### src/pkg/asm_defs.vh
// Register map, field layout and constants of the async memory sequencer
`ifndef ASM_DEFS_VH
`define ASM_DEFS_VH

// ************************************************************
// Register byte offsets (haddr[7:0])
// ************************************************************
`define ASM_OFS_CTL0 8'h00
`define ASM_OFS_CTL3 8'h0C
`define ASM_OFS_ADDR 8'h10
`define ASM_OFS_WDLO 8'h14
`define ASM_OFS_WDHI 8'h18
`define ASM_OFS_CMD 8'h1C
`define ASM_OFS_STAT 8'h20
`define ASM_OFS_RDLO 8'h24
`define ASM_OFS_RDHI 8'h28

// ************************************************************
// Space control register fields
// ************************************************************
`define ASM_F_WS 31:28
`define ASM_F_WST 27:22
`define ASM_F_WH 21:19
`define ASM_F_RS 17:14
`define ASM_F_RST 13:8
`define ASM_F_RH 2:0
`define ASM_CTL_MASK 32'hFFFBFF07
`define ASM_CTL_RST 32'hFFFBFF07

// ************************************************************
// Command and status fields
// ************************************************************
`define ASM_CMD_GO 0
`define ASM_CMD_WR 1
`define ASM_F_SPACE 3:2
`define ASM_F_LANES 15:8
`define ASM_ST_BUSY 0
`define ASM_ST_DONE 1

// ************************************************************
// Timing and space count
// ************************************************************
`define ASM_RDY_WIN 6'h02
`define ASM_NSPACE 4

`endif

### src/hw/asm_ctrl.v
// Async SRAM/EPROM access sequencer with AHB-Lite register slave
//
// Chosen here: the register offsets and the AHB-Lite interface to the registers.
`timescale 1ns/100ps
`default_nettype none
`include "asm_defs.vh"
module asm_ctrl #(
	parameter PORT_WIDE = 1
) (
	input wire sys_clk,
	input wire nrst,
	input wire hsel,
	input wire [31:0] haddr,
	input wire [1:0] htrans,
	input wire hwrite,
	input wire [2:0] hsize,
	input wire hready,
	input wire [31:0] hwdata,
	output reg [31:0] hrdata,
	output reg hreadyout,
	output reg hresp,
	input wire async_ready_in,
	input wire [(PORT_WIDE ? 64 : 16)-1:0] mem_data_bus_in,
	output reg [(PORT_WIDE ? 64 : 16)-1:0] mem_data_bus_out,
	output reg mem_data_bus_oe,
	output reg [19:0] mem_address_bus,
	output reg [`ASM_NSPACE-1:0] space_select_n,
	output reg [(PORT_WIDE ? 8 : 2)-1:0] byte_lane_select_n,
	output reg output_enable_strobe_n,
	output reg read_strobe_n,
	output reg write_strobe_pulse_n
);

	localparam DW = PORT_WIDE ? 64 : 16;
	localparam BW = PORT_WIDE ? 8 : 2;

	localparam ST_IDLE = 2'b00;
	localparam ST_SETUP = 2'b01;
	localparam ST_STRB = 2'b10;
	localparam ST_HOLD = 2'b11;

	// ************************************************************
	// AHB-Lite register slave
	// ************************************************************
	wire [31:0] ctl_w [0:`ASM_NSPACE-1];
	reg [19:0] addr_q;
	reg [31:0] wdlo_q;
	reg [31:0] wdhi_q;
	reg [63:0] rdat_q;
	reg done_q;
	reg wr_pend_q;
	reg rd_pend_q;
	reg [7:0] ofs_q;
	reg [1:0] st_q;
	reg [5:0] cnt_q;
	reg ext_q;
	reg is_wr_q;
	reg [1:0] sp_q;
	reg rdy_m_q;
	reg rdy_s_q;

	wire busy = (st_q != ST_IDLE);
	wire acc = hsel && htrans[1] && hready && hreadyout;
	wire wr_cmd = wr_pend_q && (ofs_q == `ASM_OFS_CMD);
	wire go = wr_cmd && hwdata[`ASM_CMD_GO] && !busy;
	wire clr_done = wr_pend_q && (ofs_q == `ASM_OFS_STAT) &&
		hwdata[`ASM_ST_DONE];
	wire fin = (st_q == ST_HOLD) && (cnt_q == 6'h00);

	reg [31:0] rd_mux;
	always @* begin
		rd_mux = 32'h00000000;
		if (ofs_q[7:4] == 4'h0 && ofs_q[1:0] == 2'b00)
			rd_mux = ctl_w[ofs_q[3:2]];
		else begin
			case (ofs_q)
			`ASM_OFS_ADDR: rd_mux = {12'h000, addr_q};
			`ASM_OFS_WDLO: rd_mux = wdlo_q;
			`ASM_OFS_WDHI: rd_mux = wdhi_q;
			`ASM_OFS_STAT: rd_mux = {30'h00000000, done_q, busy};
			`ASM_OFS_RDLO: rd_mux = rdat_q[31:0];
			`ASM_OFS_RDHI: rd_mux = rdat_q[63:32];
			default: rd_mux = 32'h00000000;
			endcase
		end
	end

	// Reads take one wait state so hrdata comes from a flop
	always @(posedge sys_clk or negedge nrst) begin
		if (!nrst) begin
			hrdata <= 32'h00000000;
			hreadyout <= 1'b1;
			hresp <= 1'b0;
			wr_pend_q <= 1'b0;
			rd_pend_q <= 1'b0;
			ofs_q <= 8'h00;
		end else begin
			hresp <= 1'b0;
			wr_pend_q <= acc && hwrite;
			rd_pend_q <= acc && !hwrite;
			if (acc)
				ofs_q <= haddr[7:0];
			if (acc && !hwrite) begin
				hreadyout <= 1'b0;
			end else if (rd_pend_q) begin
				hreadyout <= 1'b1;
				hrdata <= rd_mux;
			end
		end
	end

	// ************************************************************
	// Per-space timing registers
	// ************************************************************
	// One register per space; reserved bits never stored
	genvar g;
	generate
		for (g = 0; g < `ASM_NSPACE; g = g + 1) begin : g_space
			reg [31:0] space_ctl_q;
			wire hit = wr_pend_q && ({24'h000000, ofs_q} == g * 4);
			always @(posedge sys_clk or negedge nrst) begin
				if (!nrst)
					space_ctl_q <= `ASM_CTL_RST;
				else if (hit)
					space_ctl_q <= hwdata & `ASM_CTL_MASK;
			end
			assign ctl_w[g] = space_ctl_q;
		end
	endgenerate

	// ************************************************************
	// Address and write data registers
	// ************************************************************
	always @(posedge sys_clk or negedge nrst) begin
		if (!nrst) begin
			addr_q <= 20'h00000;
			wdlo_q <= 32'h00000000;
			wdhi_q <= 32'h00000000;
		end else if (wr_pend_q) begin
			case (ofs_q)
			`ASM_OFS_ADDR: addr_q <= hwdata[19:0];
			`ASM_OFS_WDLO: wdlo_q <= hwdata;
			`ASM_OFS_WDHI: wdhi_q <= hwdata;
			default: ;
			endcase
		end
	end

	// Set wins over a clear in the same cycle
	always @(posedge sys_clk or negedge nrst) begin
		if (!nrst)
			done_q <= 1'b0;
		else if (fin)
			done_q <= 1'b1;
		else if (clr_done)
			done_q <= 1'b0;
	end

	// ************************************************************
	// Ready synchroniser
	// ************************************************************
	// Memory drives ready with no fixed phase to our clock
	always @(posedge sys_clk or negedge nrst) begin
		if (!nrst) begin
			rdy_m_q <= 1'b1;
			rdy_s_q <= 1'b1;
		end else begin
			rdy_m_q <= async_ready_in;
			rdy_s_q <= rdy_m_q;
		end
	end

	// ************************************************************
	// Access sequencer
	// ************************************************************
	wire [31:0] cs = ctl_w[sp_q];
	wire [31:0] cn = ctl_w[hwdata[`ASM_F_SPACE]];
	// A zero count still gives one cycle so phases never vanish
	wire [5:0] su_n = hwdata[`ASM_CMD_WR] ? {2'b00, cn[`ASM_F_WS]} :
		{2'b00, cn[`ASM_F_RS]};
	wire [5:0] sb_n = is_wr_q ? cs[`ASM_F_WST] : cs[`ASM_F_RST];
	wire [5:0] hd_n = is_wr_q ? {3'b000, cs[`ASM_F_WH]} :
		{3'b000, cs[`ASM_F_RH]};
	wire in_win = (cnt_q < `ASM_RDY_WIN);
	wire [63:0] wfull = {wdhi_q, wdlo_q};

	// ************************************************************
	// Read data widening
	// ************************************************************
	// A zero-width fill is illegal, so the wide port skips it
	wire [63:0] rd_pins;
	generate
		if (DW == 64) begin : g_rd_wide
			assign rd_pins = mem_data_bus_in;
		end else begin : g_rd_narrow
			assign rd_pins = {{(64-DW){1'b0}}, mem_data_bus_in};
		end
	endgenerate

	always @(posedge sys_clk or negedge nrst) begin
		if (!nrst) begin
			st_q <= ST_IDLE;
			cnt_q <= 6'h00;
			ext_q <= 1'b0;
			is_wr_q <= 1'b0;
			sp_q <= 2'b00;
			rdat_q <= 64'h0000000000000000;
			mem_data_bus_out <= {DW{1'b0}};
			mem_data_bus_oe <= 1'b0;
			mem_address_bus <= 20'h00000;
			space_select_n <= {`ASM_NSPACE{1'b1}};
			byte_lane_select_n <= {BW{1'b1}};
			output_enable_strobe_n <= 1'b1;
			read_strobe_n <= 1'b1;
			write_strobe_pulse_n <= 1'b1;
		end else begin
			case (st_q)
			ST_IDLE: begin
				if (go) begin
					// selects become valid for the setup phase
					st_q <= ST_SETUP;
					is_wr_q <= hwdata[`ASM_CMD_WR];
					sp_q <= hwdata[`ASM_F_SPACE];
					cnt_q <= (su_n == 6'h00) ? 6'h00 : su_n - 6'h01;
					mem_address_bus <= addr_q;
					space_select_n <= ~(4'h1 << hwdata[`ASM_F_SPACE]);
					byte_lane_select_n <= ~hwdata[8 +: BW];
					// enable used only as read output enable
					output_enable_strobe_n <= hwdata[`ASM_CMD_WR];
					mem_data_bus_out <= wfull[DW-1:0];
					mem_data_bus_oe <= hwdata[`ASM_CMD_WR];
				end
			end
			ST_SETUP: begin
				if (cnt_q == 6'h00) begin
					st_q <= ST_STRB;
					ext_q <= 1'b0;
					cnt_q <= (sb_n == 6'h00) ? 6'h00 : sb_n - 6'h01;
					read_strobe_n <= is_wr_q;
					write_strobe_pulse_n <= !is_wr_q;
				end else
					cnt_q <= cnt_q - 6'h01;
			end
			ST_STRB: begin
				if (in_win && !rdy_s_q) begin
					ext_q <= 1'b1;
				end else if (ext_q) begin
					// two more cycles after ready seen high
					ext_q <= 1'b0;
					cnt_q <= 6'h01;
				end else if (cnt_q == 6'h00) begin
					// strobe rises; read data taken on this edge
					st_q <= ST_HOLD;
					cnt_q <= (hd_n == 6'h00) ? 6'h00 : hd_n - 6'h01;
					read_strobe_n <= 1'b1;
					write_strobe_pulse_n <= 1'b1;
					if (!is_wr_q)
						rdat_q <= rd_pins;
				end else
					cnt_q <= cnt_q - 6'h01;
			end
			ST_HOLD: begin
				if (cnt_q == 6'h00) begin
					st_q <= ST_IDLE;
					space_select_n <= {`ASM_NSPACE{1'b1}};
					byte_lane_select_n <= {BW{1'b1}};
					output_enable_strobe_n <= 1'b1;
					mem_data_bus_oe <= 1'b0;
				end else
					cnt_q <= cnt_q - 6'h01;
			end
			default: st_q <= ST_IDLE;
			endcase
		end
	end

endmodule
`default_nettype wire

### config.mk
export PLATFORM = sky130hd
export DESIGN_NAME = asm_ctrl
export DESIGN_NICKNAME = d
export VERILOG_FILES = /design/src/hw/asm_ctrl.v
export VERILOG_INCLUDE_DIRS = /design/src /design/src/pkg
export SDC_FILE = /design/constraint.sdc
export NUM_CORES = 1
export LEC_CHECK = 0
export BUFFER_PORTS_ARGS = -buffer_cell sky130_fd_sc_hd__clkbuf_2
export CAP_MARGIN = 20
export CELL_PAD_IN_SITES_DETAIL_PLACEMENT = 1
export CELL_PAD_IN_SITES_GLOBAL_PLACEMENT = 1
export CORE_UTILIZATION = 43
export CTS_BUF_LIST = sky130_fd_sc_hd__clkbuf_16
export DETAILED_ROUTE_END_ITERATION = 16
export GPL_TIMING_DRIVEN = 1
export MAX_ROUTING_LAYER = met4
export PLACE_DENSITY_LB_ADDON = 0.1
export SLEW_MARGIN = 5
export SYNTH_ARGS = -nofsm -noshare
export SYNTH_HDL_FRONTEND = slang
export SYNTH_SLANG_ARGS = --single-unit
### constraint.sdc
create_clock -name sys_clk -period 2.57 [get_ports sys_clk]
set_input_delay 0.514 -clock sys_clk [delete_from_list [all_inputs] [get_ports sys_clk]]
set_output_delay 0.514 -clock sys_clk [all_outputs]
set_load 0.05 [all_outputs]
## Yosys cells after proc, flatten, opt, wreduce, memory -nomap -nowiden

Cells that the tools add are included.

| word-level totals | value |
|---|---|
| input bits | 139 |
| word-level logic and storage cells | 166 |
| output and inout port bits | 134 |
| flip-flop bits (word level) | 410 |

| cells by class | value |
|---|---|
| reduce and logical (&&, ||, !) cells | 45 |
| multiplexer cells | 54 |
| $lt $le $gt $ge | 4 |
| equal/unequal tests | 20 |
| bitwise operators | 9 |
| shift operators | 1 |
| add/subtract/negate cells | 4 |

Operator list:

| cell | number |
|---|---|
| $bmux 32 s2 | 3 |
| $pmux 32 s6 | 1 |
| $mux 32 | 5 |
| $mux 6 | 10 |
| $mux 28 | 2 |
| $eq 8x5->1 const B | 4 |
| $eq 8x6->1 const B | 3 |
| $logic_not 6->1 | 4 |
| $pmux 6 s4 | 1 |
| $logic_and 1x1->1 | 17 |
| $eq 8x4->1 const B | 2 |
| $mux 8 | 2 |
| $pmux 8 s2 | 1 |
| $mux 1 | 12 |
| $mux 2 | 6 |
| $mux 4 | 3 |
| $ne 2x2->1 const B | 6 |
| $reduce_and 2->1 | 6 |
| $sub 6x1->6 const B | 2 |
| $pmux 1 s2 | 5 |
| $reduce_and 5->1 | 2 |
| $reduce_bool 2->1 | 5 |
| $ge 3x3->1 const B | 3 |
| $not 2->3 | 3 |
| other kinds (20) | 29 |

## Depth between registers and ports, before layout

| depth | value |
|---|---|
| word-level depth | 11 |
| depth in mapped cells | 10 |
| depth with buffers taken out | 8 |

## Least setup slack after synthesis

No wires, ideal clock.

| timing path | value |
|---|---|
| path type | input -> register |
| start | input hwdata[3] |
| end | register cnt_q[1] |
| slack | -0.452 ns |
| setup time | 0.139 ns |
| arrival time | 2.883 ns |
| stages on the path | 8 |
| required time | 2.431 ns |
| buffers on the path | 2 |
| cell sequence | clkbuf_1 > clkbuf_1 > mux4_2 > mux2i_1 > ha_1 > nand3_1 > nor4b_1 > or4_1 |

| between the ends | value |
|---|---|
| cells in the longest elaborated chain, start to end | 9 |
| elaborated cells between the ends (all ways) | 10 |
| those cells by class | add/sub (1); mux (7); bitwise (1); reduce/logical (1) |

RTL lines:

| item | line | source |
|---|---|---|
| start: declaration | asm_ctrl.v:18 | `input wire [31:0] hwdata,` |
| $not 2->3 * | asm_ctrl.v:177 | `` wire [31:0] cn = ctl_w[hwdata[`ASM_F_SPACE]]; `` |
| $bmux 32 s2 * | asm_ctrl.v:177 |  |
| $mux 32 * (2 in a row) | asm_ctrl.v:177 |  |
| $mux 4 * | asm_ctrl.v:179 | `` wire [5:0] su_n = hwdata[`ASM_CMD_WR] ? {2'b00, cn[`ASM_F_WS]} : `` |
| $sub 4x1->5 or $logic_not 6->1 (tied branches) | asm_ctrl.v:224 | `cnt_q <= (su_n == 6'h00) ? 6'h00 : su_n - 6'h01;` |
| $mux 6 * | asm_ctrl.v:224 |  |
| $mux 6 * | asm_ctrl.v:219 | `if (go) begin` |
| $pmux 6 s4 * | asm_ctrl.v:217 | `case (st_q)` |
| end signal: assignment | asm_ctrl.v:224 |  |
| end signal: assignment | asm_ctrl.v:238 | `cnt_q <= (sb_n == 6'h00) ? 6'h00 : sb_n - 6'h01;` |
| end signal: assignment | asm_ctrl.v:242 | `cnt_q <= cnt_q - 6'h01;` |
| end: declaration | asm_ctrl.v:55 | `reg [5:0] cnt_q;` |

Every way passes the cells marked *; elsewhere a longest branch is shown, timed or not. The select of a mux whose other input is x is not followed.
A chain may end at the register's enable or synchronous reset.

## Worst setup path in the final report

| timing path | value |
|---|---|
| start | register sp_q[0] |
| end | register cnt_q[4] |

| between the ends | value |
|---|---|
| cells in the longest elaborated chain, start to end | 11 |
| elaborated cells between the ends (all ways) | 17 |
| those cells by class | add/sub (2); mux (12); bitwise (1); reduce/logical (2) |

RTL lines:

| item | line | source |
|---|---|---|
| start: declaration | asm_ctrl.v:58 | `reg [1:0] sp_q;` |
| start signal: assignment | asm_ctrl.v:223 | `` sp_q <= hwdata[`ASM_F_SPACE]; `` |
| $not 2->3 (implied by the code) * | asm_ctrl.v:176 | `wire [31:0] cs = ctl_w[sp_q];` |
| $bmux 32 s2 * | asm_ctrl.v:176 |  |
| $mux 28 (implied by the code) * (2 in a row) | asm_ctrl.v:176 |  |
| $mux 3 | asm_ctrl.v:182 | `` wire [5:0] hd_n = is_wr_q ? {3'b000, cs[`ASM_F_WH]} : `` |
| $sub 3x1->4 or $logic_not 6->1 (tied branches) | asm_ctrl.v:254 | `cnt_q <= (hd_n == 6'h00) ? 6'h00 : hd_n - 6'h01;` |
| $mux 6 | asm_ctrl.v:254 |  |
| $mux 6 | asm_ctrl.v:251 | `end else if (cnt_q == 6'h00) begin` |
| $mux 6 | asm_ctrl.v:247 | `end else if (ext_q) begin` |
| $mux 6 | asm_ctrl.v:245 | `if (in_win && !rdy_s_q) begin` |
| $pmux 6 s4 * | asm_ctrl.v:217 |  |
| end signal: assignment | asm_ctrl.v:224 |  |
| end signal: assignment | asm_ctrl.v:242 |  |
| end signal: assignment | asm_ctrl.v:254 |  |

Marks and branches as above.

==> results.sh <==
export IMPL_status="complete, no violations"
export IMPL_synth_cells=1324
export IMPL_grt_overflow_total=0
export IMPL_cts_tree="built"
export IMPL_syn_cell_area_um2=18600
export IMPL_wl_per_cell_um=24.6
export IMPL_setup_viol=0
export IMPL_num_rows=75
export IMPL_synth_nets=1472
export IMPL_worst_endpoint_required_ns=3.09
export IMPL_numCtsBuffers=46
export IMPL_yosysUniqueCellTypes=66
export IMPL_crit_arrival_ns=3.06
export IMPL_fin_cells=2231
export IMPL_port_buffer_count=243
export IMPL_cp_end_kind="flop"
export IMPL_grt_total_usage_pct=26.3
export IMPL_design_area_um2=22600
export IMPL_grt_start_max_net_pins=63
export IMPL_worstMarginPinSlew_ns=0.540
export IMPL_dp_cells=2142
export IMPL_totalWireLength_um=54800
export IMPL_power_density_nw_per_um2=730
export IMPL_fin_total_pwr_mw=16.5
export IMPL_grt_pass1_vias=13600
export IMPL_min_from="mem_data_bus_in[24]"
export IMPL_path_cells="mux4_2 -> mux2i_2 -> buf_4 -> ha_1 -> o21ai_0 -> a2111oi_1 -> o21ai_0 -> nand3_1"
export IMPL_crit_path_frequent_cell="o21ai_0"
export IMPL_cpPeakStageDelay_ns=0.58
export IMPL_dp_hpwl_um=38100
export IMPL_via_per_inst=5.63
export IMPL_antenna_found_initial=1
export IMPL_hold_viol_final=0
export IMPL_boundaryPins=273
export IMPL_syn_avg_cell_area_um2=14.1
export IMPL_seq_area_frac_synth_pct=55.9
export IMPL_finalMaxSlewViolations=0
export IMPL_cp_num_buf_inv=1
export IMPL_ys_warn_count=0
export IMPL_synth_main_ff_cell="dfrtp_1"
export IMPL_ys_seq_elements=410
export IMPL_start_util_pct=44.0
export IMPL_async_reset_ff_share_pct=100
export IMPL_fin_crit_sh_pct=98.6
export IMPL_syn2layout_area_growth_pct=21.2
export IMPL_clockBufferDepth=3
export IMPL_firstDrtPassIters=5
export IMPL_fmax_ghz=0.395
export IMPL_min_path_type="primary input to flop"
export IMPL_fp_dieH_um=210
export IMPL_crit_type="flop to flop"
export IMPL_postRouteAntennaNets=0
export IMPL_layout_min_cycle_time_ns=2.53
export IMPL_clock_latency_ns=0.59
export IMPL_cp_top_family="multiplexers"
export IMPL_pre_cts_ws_ns=-0.181
export IMPL_htreeDepth=2
export IMPL_maxCapViolations=0
export IMPL_final_setup_tns_ns=0
export IMPL_cts_num_sinks=410
export IMPL_worstSetupStartpointType="flop"
export IMPL_critPathMaxFanout=5
export IMPL_ir_drop_mv=0.418
export IMPL_vias=12600
export IMPL_critPathSlowestCell="mux4_2"
export IMPL_cts_root_buf="clkbuf_16"
export IMPL_fillCellCount=4259
export IMPL_fin_ws_ns=0.0353
export IMPL_timing_rr_start="sp_q[0]"
export IMPL_place_congestion=0.856
export IMPL_drtIter0Drc=736
export IMPL_fp_dieW_um=210
export IMPL_drc=0
export IMPL_synth_edff_count=0
export IMPL_die_area_um2=44100
export IMPL_placed_area_um2=21100
export IMPL_finalClockSkew_ns=0.0200
export IMPL_clk_pin_slew_worst_paths_ns=0.06
export IMPL_grt_first_pass_wirelength_um=84800
export IMPL_crit_start="sp_q[0]"
export IMPL_p_leak_nw=10.3
export IMPL_maxSlewHeadroom_pct=63.5
export IMPL_fin_nets=1764
export IMPL_core_area_um2=42300
export IMPL_drive_gt1_share_pct=56.8
-- cells in the mapped netlist, types with 3 or more instances --
library cell | number | area share, %
o31ai_1 | 3 | 0.12
nand4_1 | 7 | 0.24
dfrtp_1 | 288 | 39
ha_1 | 9 | 0.60
a222oi_1 | 22 | 1.2
nor4_1 | 4 | 0.13
buf_2 | 18 | 0.48
dfstp_2 | 122 | 17
or4b_2 | 3 | 0.16
buf_6 | 4 | 0.24
nor2_1 | 41 | 0.83
a31oi_1 | 4 | 0.13
a221o_1 | 3 | 0.16
a22o_1 | 8 | 0.38
a21o_1 | 23 | 0.93
o21ai_0 | 26 | 0.70
o22ai_1 | 4 | 0.13
nor4b_1 | 3 | 0.14
nand2_1 | 59 | 1.2
mux2_2 | 339 | 21
a21oi_1 | 31 | 0.83
inv_1 | 9 | 0.18
mux4_2 | 41 | 5.0
a21boi_0 | 4 | 0.16
a22oi_1 | 49 | 2.0
o21a_1 | 3 | 0.12
mux2_4 | 19 | 1.5
nor3_1 | 10 | 0.27
clkbuf_1 | 51 | 1.0
mux2i_1 | 25 | 1.3
buf_1 | 13 | 0.26
and2_1 | 4 | 0.13
nand3_1 | 9 | 0.24
nand2b_1 | 8 | 0.27
nor3b_1 | 3 | 0.12
a221oi_1 | 10 | 0.47
nor2b_1 | 7 | 0.24
-- flip-flops by register name (all words and copies together), names as in the netlist, 2 cells and up --
name,count
g_space.space_ctl_q,104
mem_data_bus_out,64
rdat_q,64
hrdata,32
wdhi_q,32
wdlo_q,32
addr_q,20
mem_address_bus,20
byte_lane_select_n,8
ofs_q,8
cnt_q,6
space_select_n,4
sp_q,2
st_q,2
-- report_power, final --
group | internal [mW] | switching [mW]
Sequential | 6.99 | 0.371
Combinational | 1.21 | 1.60
Clock | 3.61 | 2.68
Total | 11.8 | 4.65
-- through the flow --
stage / util (%) / hold slack [ns]
2_1_floorplan: - / 0.218
3_3_place_gp: 49.8 / 0.349
3_5_place_dp: 49.8 / 0.350
4_1_cts: 53.3 / 0.142
5_1_grt: 53.3 / 0.152
6_report: 53.3 / 0.168
-- layer usage --
metal	track usage [%]	routed length [um]
met3	4.11	2050
met4	7.60	1330
met5	-	0
met2	42.4	27100
met1	34.4	24300
-- area by class of cell --
type                    instances  area [um^2]  share of cell area, %
inverters                       9         33.8                  0.150
repair buffers                332         2090                   9.25
diodes                          1         2.50                 0.0111
clock inverters                38          253                   1.12
well taps                     577          722                   3.20
clock buffers                  47         1180                   5.21
flip-flops and latches        410        10400                   46.2
multi-input cells             817         7880                   34.9
-- cells in the final DEF, fill, tap and decap left out, types with 5 or more instances in the layout --
master / instances
nor2_1: 36
buf_12: 15
nor3_1: 10
mux2_2: 339
mux2i_1: 22
a21o_1: 23
a22o_1: 8
clkinv_1: 15
nand4_1: 7
buf_4: 72
clkbuf_2: 242
a21oi_1: 31
inv_1: 21
ha_1: 7
a222oi_1: 22
clkbuf_16: 47
a221oi_1: 10
nand2_1: 56
clkinv_2: 5
o21ai_0: 25
nor2b_1: 6
a22oi_1: 49
nand3_1: 9
dfstp_2: 122
mux2_4: 19
dfrtp_1: 286
mux4_2: 41
nand2b_1: 8
-- worst paths after layout --
kind | depth (start not counted) | end | slack (ns)
max | 8 | cnt_q[4] | 0.04
max in group asynchronous | 3 | g_space[0].space_ctl_q[11] | 1.30
min in group asynchronous | 2 | rdat_q[7] | 0.49
min reg2reg | 0 | rdy_s_q | 0.36
max reg2reg | 8 | cnt_q[4] | 0.04
min | 2 | rdat_q[24] | 0.17
-- logic make-up (layout without fill, tap and decap cells) --
family / after synthesis / count (layout) / share of synthesized area (%)
mux: 424 / 424 / 28.3
xor+xnor: 2 / 2 / 0.0941
compound gates: 206 / 206 / 8.05
simple gates: 175 / 175 / 4.70
buf+inv: 97 / 426 / 2.28
other cells: 1 / 2 / 0.0201
flops: 410 / 410 / 55.9
fa+ha+maj: 9 / 9 / 0.605
-- what timing repair did --
action	in CTS	in global routing
gates resized for setup	1	4
endpoints found under the hold margin	48	0
buffers inserted	0	1
endpoints found under the setup margin	3	4
pin swaps	0	3
hold buffers	2	0
No activity file was read; power rests on OpenSTA's default activity.
